--- config.mk ---
export PLATFORM = sky130hd
export DESIGN_NAME = axl_user_access
export DESIGN_NICKNAME = d
export VERILOG_FILES = /design/src/hdl/axl_pkg.sv /design/src/hdl/axl_user_access.sv /design/src/hdl/axl_valid_hold.sv
export SDC_FILE = /design/constraint.sdc
export NUM_CORES = 1
export LEC_CHECK = 0
export ABC_CLOCK_PERIOD_IN_PS = 1350
export BUFFER_PORTS_ARGS = -buffer_cell sky130_fd_sc_hd__buf_2
export CAP_MARGIN = 20
export CELL_PAD_IN_SITES_DETAIL_PLACEMENT = 1
export CELL_PAD_IN_SITES_GLOBAL_PLACEMENT = 2
export CORE_MARGIN = 2
export CORE_UTILIZATION = 21
export DETAILED_ROUTE_END_ITERATION = 16
export PLACE_DENSITY = 0.76
export SKIP_LAST_GASP = 1
export SLEW_MARGIN = 5
export SYNTH_ARGS = -nofsm -noshare
export SYNTH_HDL_FRONTEND = slang
export SYNTH_SLANG_ARGS = --single-unit
--- constraint.sdc ---
create_clock -name core_clk_in -period 1.35 [get_ports core_clk_in]
set_input_delay 0.135 -clock core_clk_in [delete_from_list [all_inputs] [get_ports core_clk_in]]
set_output_delay 0.135 -clock core_clk_in [all_outputs]
set_load 0.02 [all_outputs]
--- src/hdl/axl_pkg.sv ---
package axl_pkg;

  localparam int unsigned AXL_ADDR_W = 32;
  localparam int unsigned AXL_DATA_W = 32;
  localparam int unsigned AXL_STRB_W = 4;
  localparam int unsigned AXL_RESP_W = 2;

  localparam logic [AXL_RESP_W-1:0] AXL_RESP_OKAY   = 2'h0;
  localparam logic [AXL_RESP_W-1:0] AXL_RESP_EXOKAY = 2'h1;
  localparam logic [AXL_RESP_W-1:0] AXL_RESP_SLVERR = 2'h2;
  localparam logic [AXL_RESP_W-1:0] AXL_RESP_DECERR = 2'h3;

  localparam logic [AXL_ADDR_W-1:0] AXL_ADDR_RST = 32'h0000_0000;
  localparam logic [AXL_DATA_W-1:0] AXL_DATA_RST = 32'h0000_0000;
  localparam logic [AXL_STRB_W-1:0] AXL_STRB_RST = 4'h0;

  typedef enum logic [1:0] {
    AXL_ST_IDLE  = 2'b00,
    AXL_ST_WRITE = 2'b01,
    AXL_ST_READ  = 2'b10,
    AXL_ST_ACK   = 2'b11
  } axl_state_t;

  // One user request: address, write data and byte lanes.
  typedef struct packed {
    logic [AXL_ADDR_W-1:0] addr;
    logic [AXL_DATA_W-1:0] data;
    logic [AXL_STRB_W-1:0] strb;
  } axl_req_t;

  // Completion seen by the user: read data and the two error levels.
  typedef struct packed {
    logic [AXL_DATA_W-1:0] rdata;
    logic                  wr_err;
    logic                  rd_err;
  } axl_rsp_t;

endpackage

--- src/hdl/axl_user_access.sv ---
// How it works
// - After reset the machine idles, goes to read on a read request, else to write on a write request, else stays.
// - The write phase presents address valid, address, data valid, data and byte strobes.
// - The write phase ends for acknowledge only when response valid and response ready are both high.
// - A slave-error write response raises the write error output.
// - The read phase presents address valid and the read address.
// - The read phase ends for acknowledge only when read valid and read ready are both high.
// - A slave-error read response raises the read error output.
// - The acknowledge state returns to idle on the next clock.
// - All logic resets synchronously to the clock while the active-low reset is low.
// - The write strobe is four bits, one per byte lane of write data.
// - Addresses and data are carried as 32-bit words.
// - Responses use a two-bit code: okay, exclusive okay, slave error, decode error.
// - Read ready is raised only while the read data can be taken that cycle.
// - Write data valid is high only while valid data and matching strobes are driven.
`timescale 1ns/100ps
module axl_user_access
  import axl_pkg::*;
(
  input  wire logic                  core_clk_in,
  input  wire logic                  reset_n_in,
  input  wire logic                  user_read_req_in,
  input  wire logic                  user_write_req_in,
  input  wire axl_req_t              user_req_in,
  output axl_rsp_t                   user_rsp_out,
  output logic                       user_ack_out,
  output logic                       user_busy_out,
  output logic [AXL_ADDR_W-1:0]      m_axi_awaddr_out,
  output logic                       m_axi_awvalid_out,
  input  wire logic                  m_axi_awready_in,
  output logic [AXL_DATA_W-1:0]      m_axi_wdata_out,
  output logic [AXL_STRB_W-1:0]      m_axi_wstrb_out,
  output logic                       m_axi_wvalid_out,
  input  wire logic                  m_axi_wready_in,
  input  wire logic [AXL_RESP_W-1:0] m_axi_bresp_in,
  input  wire logic                  m_axi_bvalid_in,
  output logic                       m_axi_bready_out,
  output logic [AXL_ADDR_W-1:0]      m_axi_araddr_out,
  output logic                       m_axi_arvalid_out,
  input  wire logic                  m_axi_arready_in,
  input  wire logic [AXL_DATA_W-1:0] m_axi_rdata_in,
  input  wire logic [AXL_RESP_W-1:0] m_axi_rresp_in,
  input  wire logic                  m_axi_rvalid_in,
  output logic                       m_axi_rready_out
);

  // Both slave-error and decode-error count as failures; a decode error
  // means nobody owns the address, which the user must also hear about.
  function automatic logic resp_is_err(input logic [AXL_RESP_W-1:0] resp);
    resp_is_err = 1'b0;
    unique case (resp)
      AXL_RESP_OKAY:   resp_is_err = 1'b0;
      AXL_RESP_EXOKAY: resp_is_err = 1'b0;
      AXL_RESP_SLVERR: resp_is_err = 1'b1;
      AXL_RESP_DECERR: resp_is_err = 1'b1;
    endcase
  endfunction

  axl_state_t state_ff;
  axl_state_t nxt_state;
  axl_req_t   req_ff;
  axl_req_t   nxt_req;
  axl_rsp_t   rsp_ff;
  axl_rsp_t   nxt_rsp;
  logic       start_wr;
  logic       start_rd;
  logic       b_done;
  logic       r_done;

  // The ready, ack and busy outputs decode the state register directly, so a ready is
  // up for the whole phase, even before the address has been accepted.
  always_comb begin
    m_axi_bready_out = 1'b0;
    m_axi_rready_out = 1'b0;
    user_ack_out     = 1'b0;
    user_busy_out    = 1'b1;
    unique case (state_ff)
      AXL_ST_IDLE: begin
        user_busy_out = 1'b0;
      end
      AXL_ST_WRITE: begin
        m_axi_bready_out = 1'b1;
      end
      AXL_ST_READ: begin
        m_axi_rready_out = 1'b1;
      end
      AXL_ST_ACK: begin
        user_ack_out = 1'b1;
      end
    endcase
  end

  assign b_done = m_axi_bvalid_in && m_axi_bready_out;
  assign r_done = m_axi_rvalid_in && m_axi_rready_out;

  // Reads win over writes when both are requested in the same cycle.
  // Requests are only looked at in idle; one raised while busy is dropped
  // without notice, so the user waits for the ack before asking again.
  assign start_rd = (state_ff == AXL_ST_IDLE) && user_read_req_in;
  assign start_wr = (state_ff == AXL_ST_IDLE) && !user_read_req_in
                    && user_write_req_in;

  always_comb begin
    nxt_state = state_ff;
    unique case (state_ff)
      AXL_ST_IDLE: begin
        if (user_read_req_in) begin
          nxt_state = AXL_ST_READ;
        end else if (user_write_req_in) begin
          nxt_state = AXL_ST_WRITE;
        end
      end
      AXL_ST_WRITE: begin
        if (b_done) begin
          nxt_state = AXL_ST_ACK;
        end
      end
      AXL_ST_READ: begin
        if (r_done) begin
          nxt_state = AXL_ST_ACK;
        end
      end
      AXL_ST_ACK: begin
        nxt_state = AXL_ST_IDLE;
      end
    endcase
  end

  // Reset is sampled on the clock like any other input, so the machine
  // and the three valid holds leave reset together on one edge.
  always_ff @(posedge core_clk_in) begin
    if (!reset_n_in) begin
      state_ff <= AXL_ST_IDLE;
    end else begin
      state_ff <= nxt_state;
    end
  end

  // The request is latched once so the bus payload cannot move while
  // a valid is pending, whatever the user does with its own inputs.
  always_comb begin
    nxt_req = req_ff;
    if (start_rd || start_wr) begin
      nxt_req = user_req_in;
    end
  end

  always_ff @(posedge core_clk_in) begin
    if (!reset_n_in) begin
      req_ff.addr <= AXL_ADDR_RST;
      req_ff.data <= AXL_DATA_RST;
      req_ff.strb <= AXL_STRB_RST;
    end else begin
      req_ff <= nxt_req;
    end
  end

  // Each error flag holds from its completing handshake until the next
  // request of its own kind is accepted, so it can be read alongside the ack pulse.
  // A clear and a capture never meet in one cycle: requests are taken
  // only in idle and completions only inside a phase.
  always_comb begin
    nxt_rsp = rsp_ff;
    if (start_wr) begin
      nxt_rsp.wr_err = 1'b0;
    end
    if (start_rd) begin
      nxt_rsp.rd_err = 1'b0;
    end
    if (b_done) begin
      nxt_rsp.wr_err = resp_is_err(m_axi_bresp_in);
    end
    if (r_done) begin
      nxt_rsp.rdata  = m_axi_rdata_in;
      nxt_rsp.rd_err = resp_is_err(m_axi_rresp_in);
    end
  end

  always_ff @(posedge core_clk_in) begin
    if (!reset_n_in) begin
      rsp_ff.rdata  <= AXL_DATA_RST;
      rsp_ff.wr_err <= 1'b0;
      rsp_ff.rd_err <= 1'b0;
    end else begin
      rsp_ff <= nxt_rsp;
    end
  end

  // Each channel keeps its own valid because the slave may accept address
  // and data in either order; a shared valid would repeat one of them.
  axl_valid_hold u_aw_hold (
    .core_clk_in (core_clk_in),
    .reset_n_in  (reset_n_in),
    .start_in    (start_wr),
    .ready_in    (m_axi_awready_in),
    .valid_out   (m_axi_awvalid_out)
  );

  axl_valid_hold u_w_hold (
    .core_clk_in (core_clk_in),
    .reset_n_in  (reset_n_in),
    .start_in    (start_wr),
    .ready_in    (m_axi_wready_in),
    .valid_out   (m_axi_wvalid_out)
  );

  axl_valid_hold u_ar_hold (
    .core_clk_in (core_clk_in),
    .reset_n_in  (reset_n_in),
    .start_in    (start_rd),
    .ready_in    (m_axi_arready_in),
    .valid_out   (m_axi_arvalid_out)
  );

  // Payload comes straight from the latched request, never from the user.
  assign m_axi_awaddr_out = req_ff.addr;
  assign m_axi_araddr_out = req_ff.addr;
  assign m_axi_wdata_out  = req_ff.data;
  assign m_axi_wstrb_out  = req_ff.strb;

  assign user_rsp_out = rsp_ff;

endmodule

--- src/hdl/axl_valid_hold.sv ---
`timescale 1ns/100ps
module axl_valid_hold
  import axl_pkg::*;
(
  input  wire logic core_clk_in,
  input  wire logic reset_n_in,
  input  wire logic start_in,
  input  wire logic ready_in,
  output logic      valid_out
);

  logic valid_ff;
  logic nxt_valid;

  // Valid rises on start and stays until the slave's ready is seen.
  always_comb begin
    nxt_valid = valid_ff;
    if (start_in) begin
      nxt_valid = 1'b1;
    end else if (valid_ff && ready_in) begin
      nxt_valid = 1'b0;
    end
  end

  always_ff @(posedge core_clk_in) begin
    if (!reset_n_in) begin
      valid_ff <= 1'b0;
    end else begin
      valid_ff <= nxt_valid;
    end
  end

  assign valid_out = valid_ff;

endmodule

==> results of run 1 <==
-- layout by cell type (no fill, tap or decap), types with 7 or more instances in the layout --
cell	n
buf_2	247
nand2_1	201
dfxtp_1	105
a21boi_1	57
a21boi_0	41
clkbuf_16	16
buf_4	12
dlygate4sd3_1	8
buf_12	8
a21boi_2	7
-- power by group through the flow --
| stage | Combinational, W | Clock [W] | Sequential, W |
|---|---|---|---|
| floorplan | 0.00267 | 0 | 0.00497 |
| global placement | 0.00515 | 0 | 0.00421 |
| detailed placement | 0.00516 | 0 | 0.00424 |
| CTS | 0.00553 | 0.00306 | 0.00418 |
| global route | 0.00719 | 0.00317 | 0.00426 |
| finish | 0.00656 | 0.00296 | 0.00416 |
-- path summary, 6_finish.rpt --
path                                          from                          endpoint  slack (ps)  cells after the start
setup reg to reg          state_ff[1]$_SDFFE_PN0P_      user_rsp_out[8]$_SDFFE_PN0P_          40                      6
setup / recovery          state_ff[0]$_SDFFE_PN0P_                      user_ack_out          20                      3
hold reg to reg   m_axi_wdata_out[14]$_SDFFE_PN0P_  m_axi_wdata_out[14]$_SDFFE_PN0P_         450                      2
hold / removal                     user_req_in[42]  m_axi_araddr_out[6]$_SDFFE_PN0P_           9                      3
-- flip-flops by register name, indices dropped and copies added (netlist names) --
signal and flops:
m_axi_wstrb_out 4, m_axi_araddr_out 32, u_w_hold.valid_out 1, user_rsp_out 34, u_aw_hold.valid_out 1, m_axi_wdata_out 32
state_ff 2, u_ar_hold.valid_out 1
-- layout make-up --
type / instances / area [um^2]
fillers: 2488 / 13640
flip-flops and latches: 107 / 2145
multi-input cells: 336 / 1904
repair buffers: 291 / 1867
well taps: 270 / 337.8
clock buffers: 9 / 225.2
clock inverters: 6 / 97.59
inverters: 3 / 11.26
diodes: 1 / 2.502
-- layer usage --
layer / global-route usage (%) / up-vias
met5: 0 / -
met4: 4.327 / 0
met3: 3.858 / 12
met2: 20.88 / 136
met1: 15.93 / 1943
li1: - / 2088
-- stage by stage --
stage / hold WS (ps) / power, W / instance area [um^2] / util (%)
after detailed placement: 381.4 / 0.009405 / 5777 / 28.55
after global routing: 6.786 / 0.01462 / 6588 / 32.56
after floorplan: 269.9 / 0.007642 / 4344 / -
after global placement: 376.5 / 0.009356 / 5777 / 28.55
final: 9.198 / 0.01368 / 6590 / 32.57
after CTS: 0.3209 / 0.01277 / 6252 / 30.90
-- cells by family (layout without fill, tap and decap cells) --
group | after synthesis | in the layout
and+or+nand+nor | 218 | 218
AOI/OAI and AO/OA | 109 | 109
DFF | 107 | 107
buffers and inverters | 68 | 309
adders and majority gates | 6 | 6
muxes | 3 | 3
other | 0 | 1
-- worst register-to-register path, cell delays in order, from the launching register on --
cell and delay (ps):
dfxtp_2 340, buf_4 140, ha_2 200, and2_4 200, buf_12 150, nand2_1 70
a21boi_0 150
-- what timing repair did --
| action | 4_1_cts | 5_1_grt |
|---|---|---|
| setup buffers | 0 | 2 |
| hold buffers | 8 | 0 |
| cloned | 1 | 9 |
| endpoints found under the setup margin | 68 | 83 |
| pin swaps | 0 | 7 |
| endpoints found under the hold margin | 8 | 0 |
| resized for setup | 18 | 72 |
==> key figures, run 1 <==
Run status
  • Status: completed

Critical path
  • WP buf/inv: 2
  • CP max stage cell: dfxtp_2
  • Crit-path cells: buf_4 -> ha_1 -> buf_6
  • CP endpoint kind: primary output
  • CP arrival: 1200 ps
  • Worst setup SP type: flip-flop
  • Largest stage delay, worst path: roughly 330 ps
  • CP top delay family: flip-flops
  • CP required: approximately 1200 ps
  • CP Class: reg -> out
  • Crit-path max FO: 3

Final layout
  • Area growth, synth to finish: 52.31%
  • Share of post-route cells with drive strength above 1: a little over two fifths
  • Nets: between 800 and 900
  • Final cell count without fillers: 1,023

Global route
  • Gr usage total: 12.73%
  • Grt total ovfl: 0
  • Initial antenna violation count: 0
  • Largest net degree at the start of global routing: 49
  • Vias in the first global route: around 4,100
  • Global-route wire length before repair: 21,890 um

Place
  • GPL Wtd Cong: about 0.72
  • DP HPWL: 10,300 um
  • DP Worst Slack: -124.0 ps
  • Placed cells: 988
  • I/O Buffers: 251

Drt
  • Post-route ant nets: 0
  • Met1 WL: 6955 um
  • Via count: between 4,000 and 5,000
  • 1st-pass router iterations: 5
  • DRC viols: 0
  • Iteration-0 DRC Markers: just under 100
  • Highest routed metal layer: met4
  • Avg WL per Cell: ~15 um
  • Met3 wire len: approximately 1000 um
  • Drt via density: 4.085
  • Metal2 WL: between 7000 and 8000 um
  • WL final: ~15,000 um

Timing
  • RSZ-0062 raised after global routing: yes
  • Final Setup Violations: 0
  • Slew margin rel.: about 77%
  • Slew Viols, Final: 0
  • Setup TNS: 0 ps
  • Fmax achieved: between 0.7 and 0.8 GHz
  • Crit share post-route: a little over nine tenths
  • Worst slew pin tran: ~340 ps
  • Post-route setup slack: about 16 ps
  • Final-report hold violation count: 0
  • Minimum clock period: approximately 1300 ps
  • Worst clock skew: approximately 11 ps

Logic synthesis
  • Synth area leader: dfxtp_1
  • #FFs+latches synth: between 100 and 150
  • Post-synth top cells: 208 x nand2_1, 107 x dfxtp_1, 85 x a21boi_0
  • Syn_area_per_cell: around 8.5 um^2
  • Syn Nets: between 600 and 700
  • Largest family of logic cells by synthesized area: simple AND/OR/NAND/NOR gates
  • Adder-cell share of the synthesized area: about 1.7%
  • Top cell type's share of synthesized area: about half
  • Mux cell area share after synthesis: less than 1%
  • Simple logic cell fraction of the synthesized area: about a fifth
  • Synth Area in Compound Gates: 19.17%
  • Synth Flop Type: dfxtp_1
  • Synth Instances: slightly above 500
  • Synth Area in XOR/XNOR: 0%
  • Largest cells by area after synthesis: dfxtp_1 50%, nand2_1 18%, a21boi_0 15%, buf_4 6.2%, a21boi_1 3.5%
  • Number of flops mapped to enable cells by yosys: 0
  • Post-synth ARST share: 0%
  • Netlist cell types: 20
  • Post-synthesis sequential area ratio: between 40% and 50%
  • Most common cell in the netlist: nand2_1
  • Syn. warnings: 0
  • Post-Syn Area: roughly 4300 um^2

Clock tree
  • Worst-Skew Late Latency: around 360 ps
  • Clock transition at path regs: 80 ps
  • Clk buf depth: 2
  • Total clock sinks: approximately 110
  • CTS tree: done
  • Htree depth: 3
  • CTS buffer count: 9
  • Clk root buf: clkbuf_16

Floorplan
  • Number of I/O pins: roughly 250
  • Core area: between 20,000 and 25,000 um^2
  • Row Count: 52
  • Die area: approximately 22,000 um^2
  • Die X-Extent: approximately 150 um
  • Initial core utilization: 21.38%
  • Die Y: 147.5 um

Power
  • Pleak: between 3 and 4 nW
  • Clk pwr share: 21.6%
  • Logic gate share of total power: approximately 48%
  • Int Power: around 0.0082 W
  • PwrDens: 2076 nW/um^2
  • NetSw: roughly 0.0054 W
  • VDD IR max: approximately 0.65 mV
  • Sequential power share: 30.4%
  • Net Sw Frac: between 30% and 40%

Worst hold path
  • Hold Path Class: in -> reg

Flow run
  • Max-capacitance violation count: 0
(Power assumes the default switching activity.)
==> run 2, diff against run 1 <==
RECOVER_POWER = 100   (was unset)
SLEW_MARGIN = 30   (was 5)
==> run 2 against run 1 <==
Cell count unchanged; flip-flop and latch count unchanged; first-iteration DRC count down 5.2%; combinational power fell by 1%; clock-buffer cell count unchanged; critical path type unchanged; highest routed layer unchanged.
==> key figures, run 2 (synthesized netlist as in run 1, its figures left out) <==
Final layout
  • Area growth, synth to finish: 50.84%
  • Util after Layout: 32.25% (-0.32 points)
  • Multi-input logic area: 1904 um^2 (unchanged)
  • Nets: 867 (unchanged)
  • FF/Latch Area: 2145 um^2 (unchanged)
  • Share of post-route cells with drive strength above 1: 36.57% (-6.8 points)
  • Commonest cells after routing, fill and taps aside: 201 x nand2_1, 196 x buf_2, 105 x dfxtp_1, 57 x a21boi_1, 51 x clkbuf_1
  • Most common cell after layout, fill and taps aside: nand2_1
  • Max reg flops: 34 (unchanged)
  • Filler instances: 2,488 (unchanged)
  • Final cell count without fillers: 1,023 (unchanged)

Floorplan
  • Initial core utilization: 21.38% (unchanged)
  • Die Y: 147.5 um (unchanged)
  • Die area: 21,770 um^2 (unchanged)
  • Die X-Extent: 147.5 um (unchanged)
  • Row Count: 52 (unchanged)
  • Number of I/O pins: 254 (unchanged)
  • Core area: 20,230 um^2 (unchanged)

Global route
  • Vias in the first global route: 4,086 (unchanged)
  • Largest net degree at the start of global routing: 49 (unchanged)
  • Gr usage total: 12.73% (unchanged)
  • Global-route wire length before repair: 21,890 um (unchanged)
  • Initial antenna violation count: 0 (unchanged)
  • Grt total ovfl: 0 (unchanged)

Critical path
  • CP arrival: 1200 ps (about the same)
  • Crit-path max FO: 3 (unchanged)
  • Largest stage delay, worst path: 330 ps (about the same)
  • Worst setup SP type: flip-flop
  • WP depth: 3 (unchanged)
  • R2r endpoint: user_rsp_out[8]$_SDFFE_PN0P_
  • WP buf/inv: 2 (unchanged)
  • CP Class: reg -> out
  • Crit-path cells: buf_4 -> ha_1 -> buf_6
  • CP required: 1220 ps (about the same)
  • CP endpoint kind: primary output
  • RR Startpoint: state_ff[1]$_SDFFE_PN0P_
  • CP top delay family: flip-flops
  • CP max stage cell: dfxtp_2
  • R2R depth: 6 (unchanged)
  • Worst reg2reg setup slack: 50 ps (about the same)

Clock tree
  • CTS tree: done
  • Worst-Skew Late Latency: 360 ps (about the same)
  • Clock transition at path regs: 80 ps (about the same)
  • Clk root buf: clkbuf_16
  • Total clock sinks: 107 (unchanged)
  • Htree depth: 3 (unchanged)
  • CTS buffer count: 9 (unchanged)
  • Clk buf depth: 2 (unchanged)

Timing
  • Minimum hold slack: 8.818 ps (-0.3803 ps)
  • Fmax achieved: 0.7493 GHz (about the same)
  • Post-route setup slack: 15.46 ps (-0.2599 ps)
  • Crit share post-route: 98.85% (about the same)
  • RSZ-0062 raised after global routing: yes
  • Setup TNS: 0 ps (unchanged)
  • Slew margin rel.: 77.40% (unchanged)
  • Final-report hold violation count: 0 (unchanged)
  • Minimum clock period: 1335 ps (+0.2599 ps)
  • Worst clock skew: 11.06 ps (+0.04510 ps)
  • Slew Viols, Final: 0 (unchanged)
  • Final Setup Violations: 0 (unchanged)
  • Worst slew pin tran: 337.7 ps (+0.0001192 ps)

Drt
  • Via count: 4,176 (-0.072%)
  • Iteration-0 DRC Markers: 92 (-5.2%)
  • WL final: 15,220 um (+0.20%)
  • 1st-pass router iterations: 4 (-1)
  • DRC viols: 0 (unchanged)
  • Drt via density: 4.082 (about the same)
  • Avg WL per Cell: 14.87 um (+0.20%)
  • Post-route ant nets: 0 (unchanged)

Power
  • VDD IR max: 0.6431 mV (-0.73%)
  • PwrDens: 2087 nW/um^2 (+0.53%)
  • Pleak: 2.912 nW (-6.7%)

Place
  • DP Worst Slack: -124.0 ps (unchanged)
  • DP HPWL: 10,300 um (unchanged)
  • I/O Buffers: 251 (unchanged)
  • GPL Wtd Cong: 0.7159 (unchanged)
  • Placed cells: 988 (unchanged)

Worst hold path
  • Hold Path Class: in -> reg
  • Hold_sp: user_req_in[42]
  • Hold Path Cell Cnt: 3 (unchanged)
  • Endpoint, Worst Hold: m_axi_araddr_out[6]$_SDFFE_PN0P_

Run status
  • Status: completed

Flow run
  • Max-capacitance violation count: 0 (unchanged)
run 2: changes by cell type in the layout (fill, tap and decap cells not counted):
cell,delta
clkbuf_1,+51
buf_2,-51
run 2: worst max path at each step:
stage                                   from                                to  slack, ps
CTS                 state_ff[1]$_SDFFE_PN0P_     user_rsp_out[27]$_SDFFE_PN0P_        -30
global route        state_ff[1]$_SDFFE_PN0P_     user_rsp_out[16]$_SDFFE_PN0P_        -40
finish              state_ff[0]$_SDFFE_PN0P_                      user_ack_out         20
global placement    state_ff[0]$_SDFFE_PN0P_  m_axi_araddr_out[1]$_SDFFE_PN0P_        -40
detailed placement  state_ff[0]$_SDFFE_PN0P_  m_axi_araddr_out[4]$_SDFFE_PN0P_       -120
floorplan           state_ff[0]$_SDFFE_PN0P_     user_rsp_out[13]$_SDFFE_PN0P_          3
run 2: worst register-to-register path: stages, from the launching register on:
cell      delay, ps
dfxtp_2         340
buf_4           140
ha_2            200
and2_4          190
buf_12          150
nand2_1          70
a21boi_0        140
run 2: cell type report:
| cell class | instances | area share, % |
|---|---|---|
| Antenna cell | 1 | 0.03834 |
| Clock buffer | 9 | 3.451 |
| Clock inverter | 6 | 1.495 |
| Inverter | 3 | 0.1725 |
| Multi-Input combinational cell | 336 | 29.18 |
| Sequential cell | 107 | 32.86 |
| Tap cell | 270 | 5.176 |
| Timing Repair Buffer | 291 | 27.63 |
run 2: stage by stage:
stage	area, um^2	power, W
after floorplan	4344	0.007642
after global placement	5777	0.009356
after detailed placement	5777	0.009405
after CTS	6252	0.01277
after global routing	6524	0.01456
final	6526	0.01362
run 2: timing repair:
action / in CTS / in global routing
pin swaps: 0 / 7
hold buffers: 8 / 0
buffers inserted: 0 / 2
endpoints found under the setup margin: 68 / 83
gates resized for setup: 18 / 72
hold endpoints to repair: 8 / 0
gates cloned: 1 / 9
run 2: power breakdown:
group          switching, W  total (W)  leakage (nW)  internal, W
Combinational       0.00378    0.00649          1.88      0.00271
Clock               0.00132    0.00296         0.158      0.00165
Sequential         0.000358    0.00417         0.878      0.00381
run 2: layer usage:
layer / part of all wire [%] / track usage, % / up-vias
met3: 6.6 / 3.858 / 12
met2: 46 / 20.88 / 134
met4: 1.3 / 4.327 / 0
li1: - / - / 2085
met1: 46 / 15.93 / 1945
met5: 0 / 0 / -
==> run 3, diff against run 2 <==
ABC_CLOCK_PERIOD_IN_PS = 1300   (was 1350)
CORE_ASPECT_RATIO = 0.6   (was unset)
CORE_UTILIZATION = 23   (was 21)
PLACE_DENSITY = 0.79   (was 0.76)
clock period = 1.3 ns   (was 1.35 ns; I/O delays follow)
==> run 3 against run 2 <==
The flow now finishes with violations (setup timing); total power up 4.2%; cell count fell by 3.2%; routed wire length is 2.1% higher; largest power group unchanged; largest cell class unchanged; setup slack got worse by 74 ps; global-route usage grew 1.7 points; register-to-register slack lost 110 ps; flip-flop and latch count is the same.
==> key figures, run 3 (synthesized netlist as in run 1, its figures left out) <==
Run status
  • Status: finished, violations left
  • Failing checks: setup timing

Floorplan
  • Row Count: 38 (-27%)
  • Number of I/O pins: 254 (unchanged)
  • Die area: 19,960 um^2 (-8.3%)
  • Die Y: 110.2 um (-25%)
  • Die X-Extent: 181.1 um (+23%)
  • Core area: 18,260 um^2 (-9.8%)
  • Initial core utilization: 23.70% (+2.3 points)

Clock tree
  • Htree depth: 3 (unchanged)
  • CTS buffer count: 9 (unchanged)
  • Clk root buf: clkbuf_16
  • Clock transition at path regs: 70 ps (about the same)
  • Worst-Skew Late Latency: 350 ps (about the same)
  • CTS tree: done
  • Total clock sinks: 107 (unchanged)
  • Clk buf depth: 2 (unchanged)

Critical path
  • Worst reg2reg setup slack: -60 ps (-110 ps)
  • CP Class: reg -> reg
  • CP max stage cell: dfxtp_4
  • Crit-path max FO: 8 (+5)
  • Largest stage delay, worst path: 360 ps (+30 ps)
  • R2r endpoint: m_axi_wdata_out[24]$_SDFFE_PN0P_
  • RR Startpoint: state_ff[0]$_SDFFE_PN0P_
  • R2R depth: 7 (+1)
  • Crit-path cells: inv_4 -> ha_4 -> o21a_4 -> buf_12 -> clkbuf_16 -> nand2_1 -> a21boi_1
  • CP arrival: 1630 ps (+430 ps)
  • CP endpoint kind: flip-flop
  • Worst setup SP type: flip-flop
  • CP required: 1570 ps (+350 ps)

Place
  • GPL Wtd Cong: 0.7602 (+6.2%)
  • DP HPWL: 10,020 um (-2.8%)
  • DP Worst Slack: -117.5 ps (+6.505 ps)
  • Placed cells: 953 (-3.5%)
  • I/O Buffers: 251 (unchanged)

Drt
  • Iteration-0 DRC Markers: 124 (+35%)
  • Drt via density: 4.290 (+5.1%)
  • DRC viols: 0 (unchanged)
  • WL final: 15,540 um (+2.1%)
  • Via count: 4,247 (+1.7%)
  • 1st-pass router iterations: 4 (unchanged)
  • Avg WL per Cell: 15.70 um (+5.5%)
  • Post-route ant nets: 0 (unchanged)

Timing
  • Final Setup Violations: 43 (+43)
  • Fmax achieved: 0.7361 GHz
  • Slew margin rel.: 71.91% (-5.5 points)
  • Slew Viols, Final: 0 (unchanged)
  • Worst slew pin tran: 421.3 ps (+83.62 ps)
  • Setup TNS: -645.8 ps (-645.8 ps)
  • Minimum clock period: ~1400 ps
  • RSZ-0062 raised after global routing: yes
  • Worst clock skew: 7.708 ps (-3.349 ps)
  • Post-route setup slack: -58.53 ps (-73.99 ps)
  • Crit share post-route: 104.5%
  • Final-report hold violation count: 0 (unchanged)

Global route
  • Global-route wire length before repair: 22,570 um (+3.1%)
  • Largest net degree at the start of global routing: 110 (+120%)
  • Initial antenna violation count: 0 (unchanged)
  • Gr usage total: 14.48% (+1.7 points)
  • Vias in the first global route: 4,279 (+4.7%)
  • Grt total ovfl: 0 (unchanged)

Final layout
  • Share of post-route cells with drive strength above 1: 24.67% (-12 points)
  • Final cell count without fillers: 990 (-3.2%)
  • Filler instances: 2,257 (-9.3%)
  • Most common cell after layout, fill and taps aside: nand2_1
  • Ant. Diodes: 0 (-1)
  • Nets: 864 (-0.35%)
  • Area growth, synth to finish: 47.40%
  • Max reg flops: 34 (unchanged)
  • Commonest cells after routing, fill and taps aside: 204 x nand2_1, 140 x clkbuf_1, 110 x buf_2, 105 x dfxtp_1, 83 x a21boi_1
  • Multi-input logic area: 1886 um^2 (-0.99%)
  • FF/Latch Area: 2147 um^2 (+0.12%)

Flow run
  • Max-capacitance violation count: 0 (unchanged)

Power
  • Pleak: 2.576 nW (-12%)
  • PwrDens: 2225 nW/um^2 (+6.6%)
  • VDD IR max: 0.6619 mV (+2.9%)

Worst hold path
  • Hold Path Cell Cnt: 3 (unchanged)
  • Hold_sp: m_axi_rdata_in[17]
  • Hold Path Class: in -> reg
  • Endpoint, Worst Hold: user_rsp_out[19]$_SDFFE_PN0P_
-- run 3: cell types whose count changed in the layout (fill, tap and decap cells not counted), sizes merged --
cell | before | now
diode | 1 | 0
bufinv | 2 | 0
inv | 5 | 4
dlygate4sd3 | 8 | 1
clkbuf | 67 | 156
buf | 225 | 143
clkinvlp | 0 | 1
-- run 3: routing by layer --
metal / vias up / routed length (um) / GRT usage [%]
met2: 143 / 7155 / 25.25
met5: - / 0 / 0
li1: 2071 / - / -
met3: 10 / 1067 / 4.895
met1: 2023 / 7145 / 17.19
met4: 0 / 174 / 4.181
-- run 3: worst max path at each step --
stage,start,endpoint,slack (ps)
after floorplan,state_ff[1]$_SDFFE_PN0P_,state_ff[0]$_SDFFE_PN0P_,8
after global placement,state_ff[1]$_SDFFE_PN0P_,m_axi_araddr_out[16]$_SDFFE_PN0P_,-60
after detailed placement,state_ff[0]$_SDFFE_PN0P_,m_axi_araddr_out[30]$_SDFFE_PN0P_,-120
after CTS,state_ff[1]$_SDFFE_PN0P_,m_axi_bready_out,-100
after global routing,state_ff[0]$_SDFFE_PN0P_,m_axi_wdata_out[18]$_SDFFE_PN0P_,-130
final,state_ff[0]$_SDFFE_PN0P_,m_axi_wdata_out[24]$_SDFFE_PN0P_,-60
-- run 3: layout make-up --
type                    count  area share, %
multi-input cells         336          29.57
clock buffers              12          3.708
clock inverters             4         0.4120
well taps                 240          4.709
inverters                   3         0.2158
flip-flops and latches    107          33.67
repair buffers            288          27.72
-- run 3: report_power, final --
part / leakage, nW / internal (W) / total [W] / switching [W]
clock network: 0.127 / 0.00130 / 0.00252 / 0.00121
logic: 1.57 / 0.00316 / 0.00727 / 0.00412
registers: 0.878 / 0.00397 / 0.00440 / 0.000431
-- run 3: stage by stage --
step           area [um^2]  utilization, %  hold WS [ps]  total power (W)
5_1_grt               6377           34.93        0.5484          0.01515
6_report              6377           34.93         14.84          0.01419
4_1_cts               6280           34.40         5.038          0.01363
2_1_floorplan         4358               -         264.9         0.007967
3_5_place_dp          5717           31.31         378.8         0.009860
3_3_place_gp          5717           31.31         369.8         0.009662
-- run 3: timing repair --
| item | 4_1_cts | 5_1_grt |
|---|---|---|
| endpoints found under the setup margin | 79 | 108 |
| endpoints found under the hold margin | 1 | 0 |
| hold buffers | 1 | 0 |
| gates cloned | 5 | 8 |
| gates resized for setup | 28 | 84 |
| buffers inserted | 6 | 5 |
| pin swaps | 0 | 8 |
-- run 3: worst max-delay path, delay by kind of cell (launching register included) --
family / cells / cell delay, ps
DFF: 1 / 360
buffers and inverters: 3 / 360
AOI/OAI and AO/OA: 2 / 350
adders and majority gates: 1 / 160
and+or+nand+nor: 1 / 60
